===== src/cmg_defines.svh =====
// Offsets, field positions, reset values and gain constants for the gain stage
`ifndef CMG_DEFINES_SVH
`define CMG_DEFINES_SVH

// ****************************************************************
// Register byte offsets
// ****************************************************************
`define CMG_OFS_CTRL        4'h0
`define CMG_OFS_SCALE       4'h4
`define CMG_OFS_STATUS      4'h8

// ****************************************************************
// Field positions
// ****************************************************************
`define CMG_CTRL_MODE_LSB   0
`define CMG_CTRL_PRESET_LSB 2
`define CMG_CTRL_TANDEM     4
`define CMG_CTRL_DECODER    5
`define CMG_CTRL_SRC_RF     6
`define CMG_CTRL_RF_ONLY    7
`define CMG_SCALE_HIGH_LSB  0
`define CMG_SCALE_LOW_LSB   8

// ****************************************************************
// Reset values
// ****************************************************************
`define CMG_CTRL_RESET      8'h00
`define CMG_SCALE_RESET     4'ha

// ****************************************************************
// Gain constants, dB offsets in quarter dB units
// ****************************************************************
`define CMG_SCALE_FULL      4'ha
`define CMG_LINE_TARGET_DB  11'sd124
`define CMG_MOD_SHIFT_DB    11'sd44
`define CMG_DEC_CORR_DB     11'sd44
`define CMG_DMX_OFFSET_DB   11'sd12
`define CMG_DN_DEFAULT      5'h1f
`define CMG_EXP_BIAS        11'sd480
`define CMG_EXP_MAX         6'sd9
`define CMG_PEAK_FULL       24'h7fffff
`define CMG_PEAK_CORR       24'h24122e
`define CMG_LFE_CHAN        3'h3

`endif


===== src/cmg_pkg.sv =====
// Types shared by the compression and gain stage
package cmg_pkg;
    typedef enum logic [1:0] {
        CMG_OP_LINE   = 2'b00,
        CMG_OP_MOD    = 2'b01,
        CMG_OP_CUSTOM = 2'b10,
        CMG_OP_RSVD   = 2'b11
    } cmg_op_t;

    typedef enum logic [1:0] {
        CMG_PRE_STD = 2'b00,
        CMG_PRE_MAX = 2'b01,
        CMG_PRE_MIN = 2'b10,
        CMG_PRE_VAR = 2'b11
    } cmg_preset_t;
endpackage


===== src/cmg_gain_stage.sv =====
// Dynamic range and mode gain stage with an Avalon-MM register slave
//
// Overview of operation
// RQ1 - Line mode normalizes dialog to -31 dBFS average.
// RQ2 - Downmixed output puts dialog target 3 dB lower in both modes.
// RQ3 - Line mode uses light word; cut scaled only undownmixed; boost scaled.
// RQ4 - Modulator mode normalizes dialog to -20 dBFS average.
// RQ5 - Modulator mode uses heavy word, light word when heavy absent.
// RQ6 - Modulator mode ignores scale factors, always full compression.
// RQ7 - Modulator mode raises whole program level by 11 dB.
// RQ8 - Modulator mode limits peaks to 20 dB above dialog, 23 downmixed.
// RQ9 - Custom mode still offers settings equal to the mandatory ones.
// RQ10 - Standard range preset: line mode, factors 1.0/1.0, no correction.
// RQ11 - Source with modulated output also offers minimum range preset.
// RQ12 - Modulated-output-only source may offer just the minimum preset.
// RQ13 - Maximum preset is line 0.0/0.0; downmix keeps cut for overload.
// RQ14 - Decoder product offers standard and maximum presets, minimum too.
// RQ15 - Decoder in modulator mode applies 11 dB gain reduction.
// RQ16 - Variable control sets scale factors anywhere in 0.0 to 1.0.
// RQ17 - Variable control moves both factors together or separately.
// RQ18 - Variable control steps in 0.1 units.
// RQ19 - Variable control has exact 0.0/0.0 and 1.0/1.0 positions.
// RQ20 - While downmixing the low frequency effects channel is dropped.
// RQ21 - One combined per-block gain applies to every channel sample.
//
// Design decisions made here: the Avalon-MM register port and the address map.
`timescale 1ns/100ps
`include "cmg_defines.svh"

module cmg_gain_stage
    import cmg_pkg::*;
(
    input  wire logic               ref_clk,
    input  wire logic               reset_n,
    input  wire logic [3:0]         avs_address,
    input  wire logic               avs_read,
    input  wire logic               avs_write,
    input  wire logic [31:0]        avs_writedata,
    input  wire logic [3:0]         avs_byteenable,
    output logic      [31:0]        avs_readdata,
    output logic                    avs_waitrequest,
    input  wire logic               in_valid,
    output logic                    in_ready,
    input  wire logic signed [23:0] in_sample,
    input  wire logic [2:0]         in_chan,
    input  wire logic               in_block_start,
    input  wire logic [4:0]         in_dialnorm,
    input  wire logic [7:0]         in_light_word,
    input  wire logic [7:0]         in_heavy_word,
    input  wire logic               in_heavy_present,
    input  wire logic               in_downmix,
    output logic                    out_valid,
    input  wire logic               out_ready,
    output logic signed [23:0]      out_sample,
    output logic [2:0]              out_chan
);

    // ****************************************************************
    // Helper functions
    // ****************************************************************

    // Scale a quarter-dB word by tenths, truncating toward zero
    function automatic logic signed [10:0] scale_db(
        input logic signed [7:0] word,
        input logic [3:0]        tenths
    );
        logic [7:0]  mag;
        logic [11:0] prod;
        logic [10:0] res;
        mag  = word[7] ? 8'(-word) : word;
        prod = 12'(mag) * 12'(tenths);
        res  = 11'(prod / 12'd10);
        return word[7] ? -$signed(res) : $signed(res);
    endfunction

    // Mantissa of 10^(r/80) in Q15 for one quarter-dB step r
    function automatic logic [15:0] mant_of(input logic [4:0] r);
        logic [15:0] m;
        m = 16'h8000;
        case (r)
            5'd1:  m = 16'd33725;
            5'd2:  m = 16'd34711;
            5'd3:  m = 16'd35725;
            5'd4:  m = 16'd36766;
            5'd5:  m = 16'd37841;
            5'd6:  m = 16'd38946;
            5'd7:  m = 16'd40083;
            5'd8:  m = 16'd41252;
            5'd9:  m = 16'd42458;
            5'd10: m = 16'd43698;
            5'd11: m = 16'd44974;
            5'd12: m = 16'd46287;
            5'd13: m = 16'd47638;
            5'd14: m = 16'd49029;
            5'd15: m = 16'd50459;
            5'd16: m = 16'd51934;
            5'd17: m = 16'd53451;
            5'd18: m = 16'd55011;
            5'd19: m = 16'd56618;
            5'd20: m = 16'd58270;
            5'd21: m = 16'd59972;
            5'd22: m = 16'd61723;
            5'd23: m = 16'd63527;
            default: m = 16'h8000;
        endcase
        return m;
    endfunction

    // ****************************************************************
    // Register file and bus slave
    // ****************************************************************
    logic [7:0]  ctrl;
    logic [3:0]  scale_high;
    logic [3:0]  scale_low;
    logic        bus_ack;
    logic signed [10:0] blk_gain;
    logic        blk_dmx;
    logic        blk_mod;
    logic        blk_heavy;

    wire bus_req   = avs_read || avs_write;
    wire wr_ctrl   = avs_write && bus_ack && avs_address == `CMG_OFS_CTRL;
    wire wr_scale  = avs_write && bus_ack && avs_address == `CMG_OFS_SCALE;
    wire [31:0] status_word = {5'h0, blk_gain, 13'h0,
                               blk_heavy, blk_dmx, blk_mod};
    wire [31:0] next_readdata =
        avs_address == `CMG_OFS_CTRL   ? {24'h0, ctrl} :
        avs_address == `CMG_OFS_SCALE  ? {20'h0, scale_low, 4'h0,
                                          scale_high} :
        avs_address == `CMG_OFS_STATUS ? status_word : 32'h0;

    // One wait state on every access
    assign avs_waitrequest = bus_req && !bus_ack;

    // Bus handshake and read data
    always_ff @(posedge ref_clk) begin
        if (!reset_n) begin
            bus_ack      <= 1'b0;
            avs_readdata <= 32'h0;
        end else begin
            bus_ack      <= bus_req && !bus_ack;
            avs_readdata <= next_readdata;
        end
    end

    // Register writes by byte lane
    always_ff @(posedge ref_clk) begin
        if (!reset_n) begin
            ctrl       <= `CMG_CTRL_RESET;
            scale_high <= `CMG_SCALE_RESET;
            scale_low  <= `CMG_SCALE_RESET;
        end else begin
            if (wr_ctrl && avs_byteenable[0])
                ctrl <= avs_writedata[7:0];
            if (wr_scale && avs_byteenable[0])
                scale_high <= avs_writedata[`CMG_SCALE_HIGH_LSB +: 4];
            if (wr_scale && avs_byteenable[1])
                scale_low <= avs_writedata[`CMG_SCALE_LOW_LSB +: 4];
        end
    end

    // ****************************************************************
    // Preset and mode selection
    // ****************************************************************
    wire cmg_op_t     op_sel  = cmg_op_t'(ctrl[`CMG_CTRL_MODE_LSB +: 2]);
    wire cmg_preset_t pre_raw = cmg_preset_t'(ctrl[`CMG_CTRL_PRESET_LSB +: 2]);
    wire rf_only  = ctrl[`CMG_CTRL_RF_ONLY];
    wire decoder  = ctrl[`CMG_CTRL_DECODER];
    wire tandem   = ctrl[`CMG_CTRL_TANDEM];

    // Modulated-only source runs the minimum preset alone
    wire cmg_preset_t preset = rf_only ? CMG_PRE_MIN : pre_raw;  // RQ12
    // Minimum preset always reachable; variable honours modulator op
    wire mod_mode = preset == CMG_PRE_MIN ||                     // RQ11 RQ14
                    (preset == CMG_PRE_VAR && op_sel == CMG_OP_MOD);
    // Custom and line ops share line settings in every preset but minimum     RQ9

    // Variable factors clamp at 1.0, tandem copies the high factor
    wire [3:0] var_high = scale_high > `CMG_SCALE_FULL ?             // RQ16
                          `CMG_SCALE_FULL : scale_high;              // RQ18
    wire [3:0] var_low_raw = tandem ? scale_high : scale_low;        // RQ17
    wire [3:0] var_low = var_low_raw > `CMG_SCALE_FULL ?             // RQ16
                         `CMG_SCALE_FULL : var_low_raw;              // RQ19

    // Factor pair per preset
    wire [3:0] line_high = preset == CMG_PRE_STD ? `CMG_SCALE_FULL : // RQ10
                           preset == CMG_PRE_MAX ? 4'h0 : var_high;  // RQ13
    wire [3:0] line_low  = preset == CMG_PRE_STD ? `CMG_SCALE_FULL : // RQ10
                           preset == CMG_PRE_MAX ? 4'h0 : var_low;   // RQ13
    // Modulator mode forces full compression
    wire [3:0] eff_high = mod_mode ? `CMG_SCALE_FULL : line_high;    // RQ6
    wire [3:0] eff_low  = mod_mode ? `CMG_SCALE_FULL : line_low;     // RQ6

    // ****************************************************************
    // Per-block gain in quarter dB
    // ****************************************************************
    wire [4:0] dn = in_dialnorm == 5'h0 ? `CMG_DN_DEFAULT : in_dialnorm;
    // Dialog at -31 dBFS in line mode, the modulator shift moves it to -20
    wire signed [10:0] norm_db = $signed({4'h0, dn, 2'b00})
                                 - `CMG_LINE_TARGET_DB;            // RQ1
    wire use_heavy = mod_mode && in_heavy_present;                 // RQ5
    wire signed [7:0] comp_word = use_heavy ? $signed(in_heavy_word)
                                            : $signed(in_light_word); // RQ3
    // Cut held full while downmixing in line mode for overload
    wire [3:0] cut_fac = in_downmix ? `CMG_SCALE_FULL : eff_high;   // RQ3
    wire [3:0] sel_fac = comp_word[7] ? cut_fac : eff_low;          // RQ3
    wire signed [10:0] comp_db = scale_db(comp_word, sel_fac);
    wire signed [10:0] mode_db = mod_mode ? `CMG_MOD_SHIFT_DB     // RQ4 RQ7
                                          : 11'sd0;
    wire signed [10:0] corr_db = (mod_mode && decoder) ?
                                 `CMG_DEC_CORR_DB : 11'sd0;         // RQ15
    wire signed [10:0] dmx_db  = in_downmix ? `CMG_DMX_OFFSET_DB
                                            : 11'sd0;               // RQ2
    // Single combined gain for the block
    wire signed [10:0] next_gain = norm_db + comp_db + mode_db
                                   - corr_db - dmx_db;              // RQ21

    // ****************************************************************
    // Sample path
    // ****************************************************************
    wire take      = in_valid && in_ready;
    wire new_block = take && in_block_start;
    wire signed [10:0] cur_gain = in_block_start ? next_gain : blk_gain;
    wire cur_dmx = in_block_start ? in_downmix : blk_dmx;
    wire cur_corr = in_block_start ? (mod_mode && decoder) :
                    (blk_mod && decoder);
    // Downmix discards the effects channel
    wire drop = cur_dmx && in_chan == `CMG_LFE_CHAN;                // RQ20

    // Split gain into octave exponent and quarter-dB step
    wire [10:0] gain_biased = 11'(cur_gain + `CMG_EXP_BIAS);
    wire [5:0]  exp_biased  = 6'(gain_biased / 11'd24);
    wire [4:0]  step        = 5'(gain_biased - 11'(exp_biased) * 11'd24);
    wire signed [5:0] exp_raw = $signed(exp_biased) - 6'sd20;
    wire signed [5:0] exp_cl  = exp_raw > `CMG_EXP_MAX ? `CMG_EXP_MAX
                                                       : exp_raw;
    wire [5:0]  shift_amt = 6'(6'sd15 - exp_cl);

    // Same multiplier for every channel of the block
    wire signed [40:0] product = in_sample * $signed({1'b0,
                                 mant_of(step)});                   // RQ21
    wire signed [49:0] wide    = {{9{product[40]}}, product} <<< 9;
    wire signed [49:0] scaled  = wide >>> (6'd9 + shift_amt);
    // Peaks held below converter overload, lower when corrected
    wire [23:0] peak = cur_corr ? `CMG_PEAK_CORR : `CMG_PEAK_FULL;  // RQ8
    wire signed [49:0] peak_w = $signed({26'h0, peak});
    wire signed [23:0] limited = scaled > peak_w ? $signed(peak) :
                                 scaled < -peak_w ? -$signed(peak) :
                                 scaled[23:0];                      // RQ8

    assign in_ready = !out_valid || out_ready;

    // Latch block gain and block state at each block start
    always_ff @(posedge ref_clk) begin
        if (!reset_n) begin
            blk_gain  <= 11'sd0;
            blk_dmx   <= 1'b0;
            blk_mod   <= 1'b0;
            blk_heavy <= 1'b0;
        end else if (new_block) begin
            blk_gain  <= next_gain;                                 // RQ21
            blk_dmx   <= in_downmix;
            blk_mod   <= mod_mode;
            blk_heavy <= use_heavy;
        end
    end

    // Output register
    always_ff @(posedge ref_clk) begin
        if (!reset_n) begin
            out_valid  <= 1'b0;
            out_sample <= 24'sh0;
            out_chan   <= 3'h0;
        end else if (take) begin
            out_valid  <= !drop;                                    // RQ20
            out_sample <= limited;
            out_chan   <= in_chan;
        end else if (out_ready) begin
            out_valid  <= 1'b0;
        end
    end

    // ****************************************************************
    // Assertions
    // ****************************************************************
    chk_mod_full_scale: assert property (@(posedge ref_clk) // RQ6
        disable iff (!reset_n)
        mod_mode |-> (eff_high == 4'ha && eff_low == 4'ha))
        else $error("scale factors not full in modulator mode");

    chk_std_preset: assert property (@(posedge ref_clk) // RQ10
        disable iff (!reset_n)
        (preset == CMG_PRE_STD && !rf_only) |->
        (!mod_mode && eff_high == 4'ha && eff_low == 4'ha && corr_db == 0))
        else $error("standard preset not 1.0/1.0 line");

    chk_max_preset: assert property (@(posedge ref_clk) // RQ13
        disable iff (!reset_n)
        preset == CMG_PRE_MAX |-> (eff_high == 4'h0 && eff_low == 4'h0))
        else $error("maximum preset not 0.0/0.0");

    chk_rf_only_min: assert property (@(posedge ref_clk) // RQ12
        disable iff (!reset_n)
        rf_only |-> mod_mode)
        else $error("modulated-only source left modulator mode");

    chk_heavy_fallback: assert property (@(posedge ref_clk) // RQ5
        disable iff (!reset_n)
        (mod_mode && !in_heavy_present) |->
        comp_word == $signed(in_light_word))
        else $error("light word not used when heavy word absent");

    chk_mode_shift: assert property (@(posedge ref_clk) // RQ7
        disable iff (!reset_n)
        mode_db == (mod_mode ? 11'sd44 : 11'sd0))
        else $error("modulator gain shift wrong");

    chk_dec_corr: assert property (@(posedge ref_clk) // RQ15
        disable iff (!reset_n)
        (mod_mode && decoder) |-> corr_db == 11'sd44)
        else $error("decoder correction missing");

    chk_lfe_dropped: assert property (@(posedge ref_clk) // RQ20
        disable iff (!reset_n)
        (take && drop) |=> !out_valid)
        else $error("effects channel passed during downmix");

    chk_block_gain: assert property (@(posedge ref_clk) // RQ21
        disable iff (!reset_n)
        new_block |=> (blk_gain == $past(next_gain)))
        else $error("block gain not latched at block start");

    chk_gain_steady: assert property (@(posedge ref_clk) // RQ21
        disable iff (!reset_n)
        !new_block |=> $stable(blk_gain))
        else $error("block gain changed inside a block");

    chk_cut_downmix: assert property (@(posedge ref_clk) // RQ3
        disable iff (!reset_n)
        (in_downmix && comp_word[7]) |-> sel_fac == 4'ha)
        else $error("cut scaled while downmixing");

    chk_bus_wait: assert property (@(posedge ref_clk)
        disable iff (!reset_n)
        $rose(bus_req) |-> avs_waitrequest ##1 !avs_waitrequest)
        else $error("bus answer not after one wait state");

endmodule


===== config.mk =====
export PLATFORM = sky130hd
export DESIGN_NAME = cmg_gain_stage
export DESIGN_NICKNAME = d
export VERILOG_FILES = /design/src/cmg_pkg.sv /design/src/cmg_gain_stage.sv
export VERILOG_INCLUDE_DIRS = /design/src
export SDC_FILE = /design/constraint.sdc
export NUM_CORES = 2
export LEC_CHECK = 0
export ABC_AREA = 1
export BUFFER_PORTS_ARGS = -buffer_cell sky130_fd_sc_hd__buf_2
export CAP_MARGIN = 20
export CORE_ASPECT_RATIO = 0.5
export CORE_MARGIN = 3
export CORE_UTILIZATION = 45
export CTS_CLUSTER_DIAMETER = 80
export DETAILED_ROUTE_END_ITERATION = 10
export GPL_TIMING_DRIVEN = 0
export SLEW_MARGIN = 10
export SYNTH_ARGS = -nofsm -noshare
export SYNTH_HDL_FRONTEND = slang
export SYNTH_SLANG_ARGS = --single-unit

===== constraint.sdc =====
create_clock -name ref_clk -period 32.1 [get_ports ref_clk]
set_input_delay 1.605 -clock ref_clk [delete_from_list [all_inputs] [get_ports ref_clk]]
set_output_delay 1.605 -clock ref_clk [all_outputs]
set_load 0.03 [all_outputs]

[Yosys cells after proc, flatten, opt, wreduce, memory -nomap -nowiden]
Memories as Yosys holds them, arrays and structs flattened.
Index checks and enable logic that the tools add are counted.
Storage, ports and cells
  bits in read-only memories: 480
  bits in registers: 82
  output and inout port bits: 62
  memories: 1
Operators by class
  eq/ne operators: 7
  $mul: 3
  reduce and logical (&&, ||, !) cells: 26
  add/subtract/negate cells: 14
  shift-type cells: 1
  bitwise gates (word level): 2
  mux-type cells: 31
  $lt $le $gt $ge: 5
  div/mod/pow operators: 2
Memories
  (name not given): depth 32, width 15, read ports 1, clocked after Yosys merged registers in 0, write ports 0, RTL line cmg_gain_stage.sv:80  | case (r)
Operator list (number)
  50-bit by 24-bit greater-than comparator with 1-bit output: 1
  50-bit less-than comparator: 1
  23-bit negator with 50-bit output: 1
  50-bit by 6-bit >>> shifter with 50-bit output: 1
  24-bit two-way mux: 2
  4-bit two-way mux: 12
  24-bit by 17-bit multiplier with 41-bit output: 1
  8-bit two-way mux: 3
  23-bit negator with 24-bit output: 1
  23-bit two-way mux: 1
  11-bit two-way mux: 2
  6-bit two-way mux: 3
  1-bit logical AND: 14
  12-bit by 4-bit divider with 12-bit output (second input constant): 1
  8-bit by 4-bit multiplier with 12-bit output: 1
  12-bit two-way mux: 1
  11-bit by 10-bit adder with 11-bit output (second input constant): 1
  11-bit by 7-bit adder with 11-bit output: 1
  8-bit by 11-bit adder with 11-bit output: 1
  11-bit by 5-bit divider with 11-bit output (second input constant): 1
  11-bit negator: 1
  11-bit by 5-bit subtractor with 11-bit output: 1
  11-bit by 7-bit subtractor with 11-bit output: 1
  4-bit greater-than comparator (second input constant): 2
  26 further kinds: 36

[Longest topological paths before layout]
  depth in word-level cells: 28
  gate-level depth with buffers: 186

[Worst setup path before layout]
Ideal clock, no wire load.
  kind: input to register
  start point: in in_heavy_present
  end point: reg out_sample[10]
  setup time: 0.128 ns
  buffers on the path: 5
  stages on the path: 150
  required time: 31.972 ns
  arrival: 23.489 ns
  path slack: 8.483 ns
  path through: nand2_1 > clkbuf_1 > o21ai_0 > inv_1 > clkbuf_1 > nand2_1 > a32oi_1 > inv_1 > or2_2 > fa_1 > fa_1 > inv_1 > fa_1 > nand3_1 > nand3_1 > nand2_1 > nand2_1 > nand2_1 > [... 114 more ...] > nand2_1 > a21oi_1 > o21ai_1 > o21ai_0 > ha_1 > nor2_1 > nand2_1 > inv_1 > nand4_1 > nor3_1 > nand2_1 > nor2_1 > nand3_1 > nand4_1 > buf_2 > nand2_1 > a21oi_1 > nor2_1
On the way
  longest elaborated chain between the ends: 24
RTL lines
  start, declared: RTL line cmg_gain_stage.sv:50  | input wire logic in_heavy_present,
  1-bit logical AND *: RTL line cmg_gain_stage.sv:201  | wire use_heavy = mod_mode && in_heavy_present;
  8-bit two-way mux *: RTL line cmg_gain_stage.sv:202  | wire signed [7:0] comp_word = use_heavy ? $signed(in_heavy_word)
  8-bit negator: RTL line cmg_gain_stage.sv:70  | mag = word[7] ? 8'(-word) : word;
  8-bit two-way mux: RTL line cmg_gain_stage.sv:70
  8-bit by 4-bit multiplier with 12-bit output: RTL line cmg_gain_stage.sv:71  | prod = 12'(mag) * 12'(tenths);
  12-bit by 4-bit divider with 12-bit output: RTL line cmg_gain_stage.sv:72  | res = 11'(prod / 12'd10);
  11-bit negator: RTL line cmg_gain_stage.sv:73  | return word[7] ? -$signed(res) : $signed(res);
  11-bit two-way mux *: RTL line cmg_gain_stage.sv:73
  [... 3 more ...]
  11-bit by 5-bit subtractor with 11-bit output *: RTL line cmg_gain_stage.sv:216  | - corr_db - dmx_db;
  11-bit two-way mux *: RTL line cmg_gain_stage.sv:223  | wire signed [10:0] cur_gain = in_block_start ? next_gain : blk_gain;
  11-bit by 10-bit adder with 11-bit output (no source line) *
  parallel branches: the longest is 6 deep, another holds 24-bit by 17-bit multiplier with 41-bit output
  50-bit by 6-bit >>> shifter with 50-bit output *: RTL line cmg_gain_stage.sv:243  | wire signed [49:0] scaled = wide >>> (6'd9 + shift_amt);
  50-bit less-than comparator: RTL line cmg_gain_stage.sv:248  | scaled < -peak_w ? -$signed(peak) :
  24-bit two-way mux: RTL line cmg_gain_stage.sv:248
  24-bit two-way mux *: RTL line cmg_gain_stage.sv:247  | wire signed [23:0] limited = scaled > peak_w ? $signed(peak) :
  end signal, assigned: RTL line cmg_gain_stage.sv:276  | out_sample <= limited;
  end, declared: RTL line cmg_gain_stage.sv:54  | output logic signed [23:0] out_sample,
Mark *: on every way between the ends.
A chain may end at the register's enable or synchronous reset.

[Worst setup path in the final report]
  start point: in in_heavy_present
  end point: reg out_sample[17]
Same word-level chain as after synthesis.

==> impl_metrics.py <==
metrics = {
    "outcome": {
        "run_status": "finished, final reports clean",
    },
    "worst_setup_path": {
        "critPathLaunchType": "primary input",
        "crit_arrival_ps": 28700,
        "slowest_delay_ps": 810,
        "worst-endpoint-required_ps": 32320,
        "slowest_stage": "clkbuf_1",
        "crit_type": "primary input to register",
        "cp-end-kind": "register",
        "path_delay_family": "simple AND/OR/NAND/NOR gates",
        "worst_path_most_repeated_cell": "nand2_1",
        "worstPathBufferInverterCount": 26,
        "critPathMaxFanout": 10,
    },
    "detailed_routing": {
        "detailed_routed_wire_length_on_met3_um": 5180,
        "via_count": 22600,
        "finalWirelength_um": 75200,
        "detail-route-antenna-nets": 0,
        "dr.max_layer_used": "met4",
        "drc_errors": 0,
        "drt-pass1-iter-count": 5,
        "detailedRoute.firstIterationViolations": 1548,
        "wl_on_met1_um": 35100,
        "post_drt_via_cell_ratio": 5.27,
        "met2RoutedLength_um": 33500,
        "wire_per_inst_um": 17.5,
    },
    "sta": {
        "finalCritPeriodShare": 0.887,
        "final-hold-violation-count": 0,
        "timing.final.setup_violations": 0,
        "fin_ws_ps": 3620,
        "maxClockFrequency_mhz": 35.1,
        "period_needed_ps": 28480,
        "slew_viol_final": 0,
        "slew_margin_rel": 0.310,
        "fin_worst_skew_ps": 12.7,
        "timing.setup.tns_ps": 0,
        "transition_time_at_the_pin_with_the_least_slew_margin_ps": 1020,
        "rsz_0062_raised_after_global_routing": "false",
    },
    "final_layout": {
        "postLayoutCoreUtil": 0.498,
        "antenna-diode-count": 0,
        "drive_gt1_frac": 0.0839,
        "instances_no_fill": 4290,
        "fin_nets": 4258,
        "area_growth_syn_to_layout_pct": 7.66,
    },
    "logic_synthesis": {
        "synthArstFlopShare": 0,
        "yosysWarningCount": 0,
        "synth_mux_area_frac": 0.00246,
        "post_synth_num_cell_types": 61,
        "synth-seq-area-share": 0.0674,
        "summed_instance_area_of_the_synthesized_netlist_um2": 24400,
        "synth_compound_area_frac": 0.0737,
        "post_synth_fa_ha_maj_area_fraction": 0.419,
        "synth_area_per_cell_um2": 7.09,
        "synthesis.instances": 3436,
        "synth_simple_gate_area_frac": 0.283,
        "synth_top_family_by_area": "adder cells",
        "postSynthRegisterBits": 82,
        "postSynth.topFlopCell": "dfxtp_1",
        "post_synth_xor_area_fraction": 0.0302,
        "synth-edff-count": 0,
    },
    "clock_network": {
        "clkSlewWorstSetupHoldPaths_ps": 80,
        "clkSinkCount": 82,
        "cts_tree": "built",
        "post_cts_resize_count": 0,
        "number_of_buffers_added_for_setup_after_cts": 0,
        "cts_root_buffer": "clkbuf_16",
        "worstSkewPairLatency_ps": 350,
        "htreeDepth": 3,
        "cts-hold-fix-buffers": 0,
        "cts_inserted_buffers": 9,
        "clk_path_buf_depth": 2,
    },
    "floorplanning": {
        "die_h_um": 171,
        "core_region_area_um2": 52700,
        "floorplan.die.width_um": 335,
        "io-pin-count": 159,
        "core.rowCount": 59,
        "die_area_um2": 57200,
        "initial_core_util": 0.462,
    },
    "global_route": {
        "grt_start_max_net_pins": 19,
        "antenna_found_initial": 1,
        "grt_first_pass_wirelength_um": 124000,
        "first_global_vias": 22900,
        "grt_util_all_layers": 0.272,
        "gr-total-overflow": 0,
    },
    "placed_design": {
        "place_inst": 4273,
        "gp_routability_congestion": 0.953,
        "numPortBuffers": 126,
        "dp_slack_ps": 3380,
        "place.detailed.hpwl_um": 64600,
    },
    "flow_run": {
        "drv.max_cap_violation_count": 0,
    },
    "hold_path": {
        "min_path_type": "register to register",
    },
}
worst min-delay path, stage by stage, from the launching register on:
cell     delay (ps)
dfxtp_1         300
inv_1            60
nor2_1           40
cells in the mapped netlist, types with 4 or more instances:
cell type	n	area, um^2
nand2_1	807	3030
inv_1	586	2200
fa_1	396	7930
nand3_1	344	1720
nor2_1	324	1220
ha_1	181	2260
a21oi_1	123	616
o21ai_0	104	521
dfxtp_1	82	1640
clkbuf_1	78	293
xor2_1	57	499
nand4_1	48	300
nand2_2	27	169
o21ai_1	24	120
buf_2	22	110
inv_2	20	75.1
xnor2_1	19	166
buf_4	17	128
nor3_1	15	75.1
a31oi_1	13	81.3
clkinv_1	12	45.0
or2_2	12	75.1
buf_6	11	124
a21oi_2	10	87.6
nand3_2	10	100
o211ai_1	10	75.1
buf_1	9	33.8
o21bai_1	9	67.6
and2_1	6	37.5
mux2i_1	6	60.1
a21o_1	5	37.5
nand2_4	5	56.3
nor2_2	4	25.0
final timing paths:
check,from,endpoint,slack [ps],cells after the start
setup / recovery,in_heavy_present,out_sample[17],3620,153
hold / removal,ctrl[6],avs_readdata[6],440,2
setup reg to reg,ctrl[7],out_sample[17],3880,156
hold reg to reg,ctrl[6],avs_readdata[6],440,2
stage by stage:
| stage | hold WS, ps | area [um^2] |
|---|---|---|
| finish | 441 | 26200 |
| global route | 459 | 26200 |
| CTS | 443 | 26200 |
| detailed placement | 433 | 25900 |
| global placement | 431 | 25900 |
| floorplan | 415 | 24400 |
cell families after synthesis:
| family | count (synthesis) |
|---|---|
| AOI/OAI and AO/OA | 320 |
| xor gates and xnor gates | 79 |
| adders and majority gates | 578 |
| buffers and inverters | 758 |
| DFF | 82 |
| muxes | 6 |
| other | 1 |
| and+or+nand+nor | 1612 |
final cells by class:
type                    instances  area [um^2]
plain buffers                 137          688
flip-flops and latches         82         1640
fillers                      5453        26500
multi-input cells            2605        19700
clock buffers                   9          225
clock inverters                 7         78.8
well taps                     701          877
inverters                     621         2340
repair buffers                128          646
registers in the layout, summed over array words and instances, names as in the netlist:
name and flops:
out_chan 3, blk_dmx 1, blk_heavy 1, scale_high 4
out_sample 24, avs_readdata 23, ctrl 8, out_valid 1
blk_mod 1, blk_gain 11, bus_ack 1, scale_low 4
metal layers:
layer	GRT usage	up-vias
li1	-	10900
met1	0.390	10900
met2	0.441	739
met3	0.0398	88
met4	0.0557	0
met5	0	-
placed cells by master, fill, tap and decap left out, drive strengths merged, types with 9 or more instances in the layout:
| master | instances |
|---|---|
| clkinv | 14 |
| nand3 | 355 |
| nand4 | 49 |
| a31oi | 14 |
| nor2 | 329 |
| o21bai | 9 |
| o211ai | 10 |
| xnor2 | 20 |
| fa | 396 |
| conb | 10 |
| o21ai | 131 |
| xor2 | 59 |
| or2 | 13 |
| a21oi | 133 |
| buf | 186 |
| nand2 | 839 |
| inv | 614 |
| ha | 181 |
| clkbuf | 88 |
| nor3 | 18 |
| dfxtp | 82 |
Power is left out: the tool's default activity adds up to more than one toggle a clock period on the data nets, which glitch-free logic cannot reach.
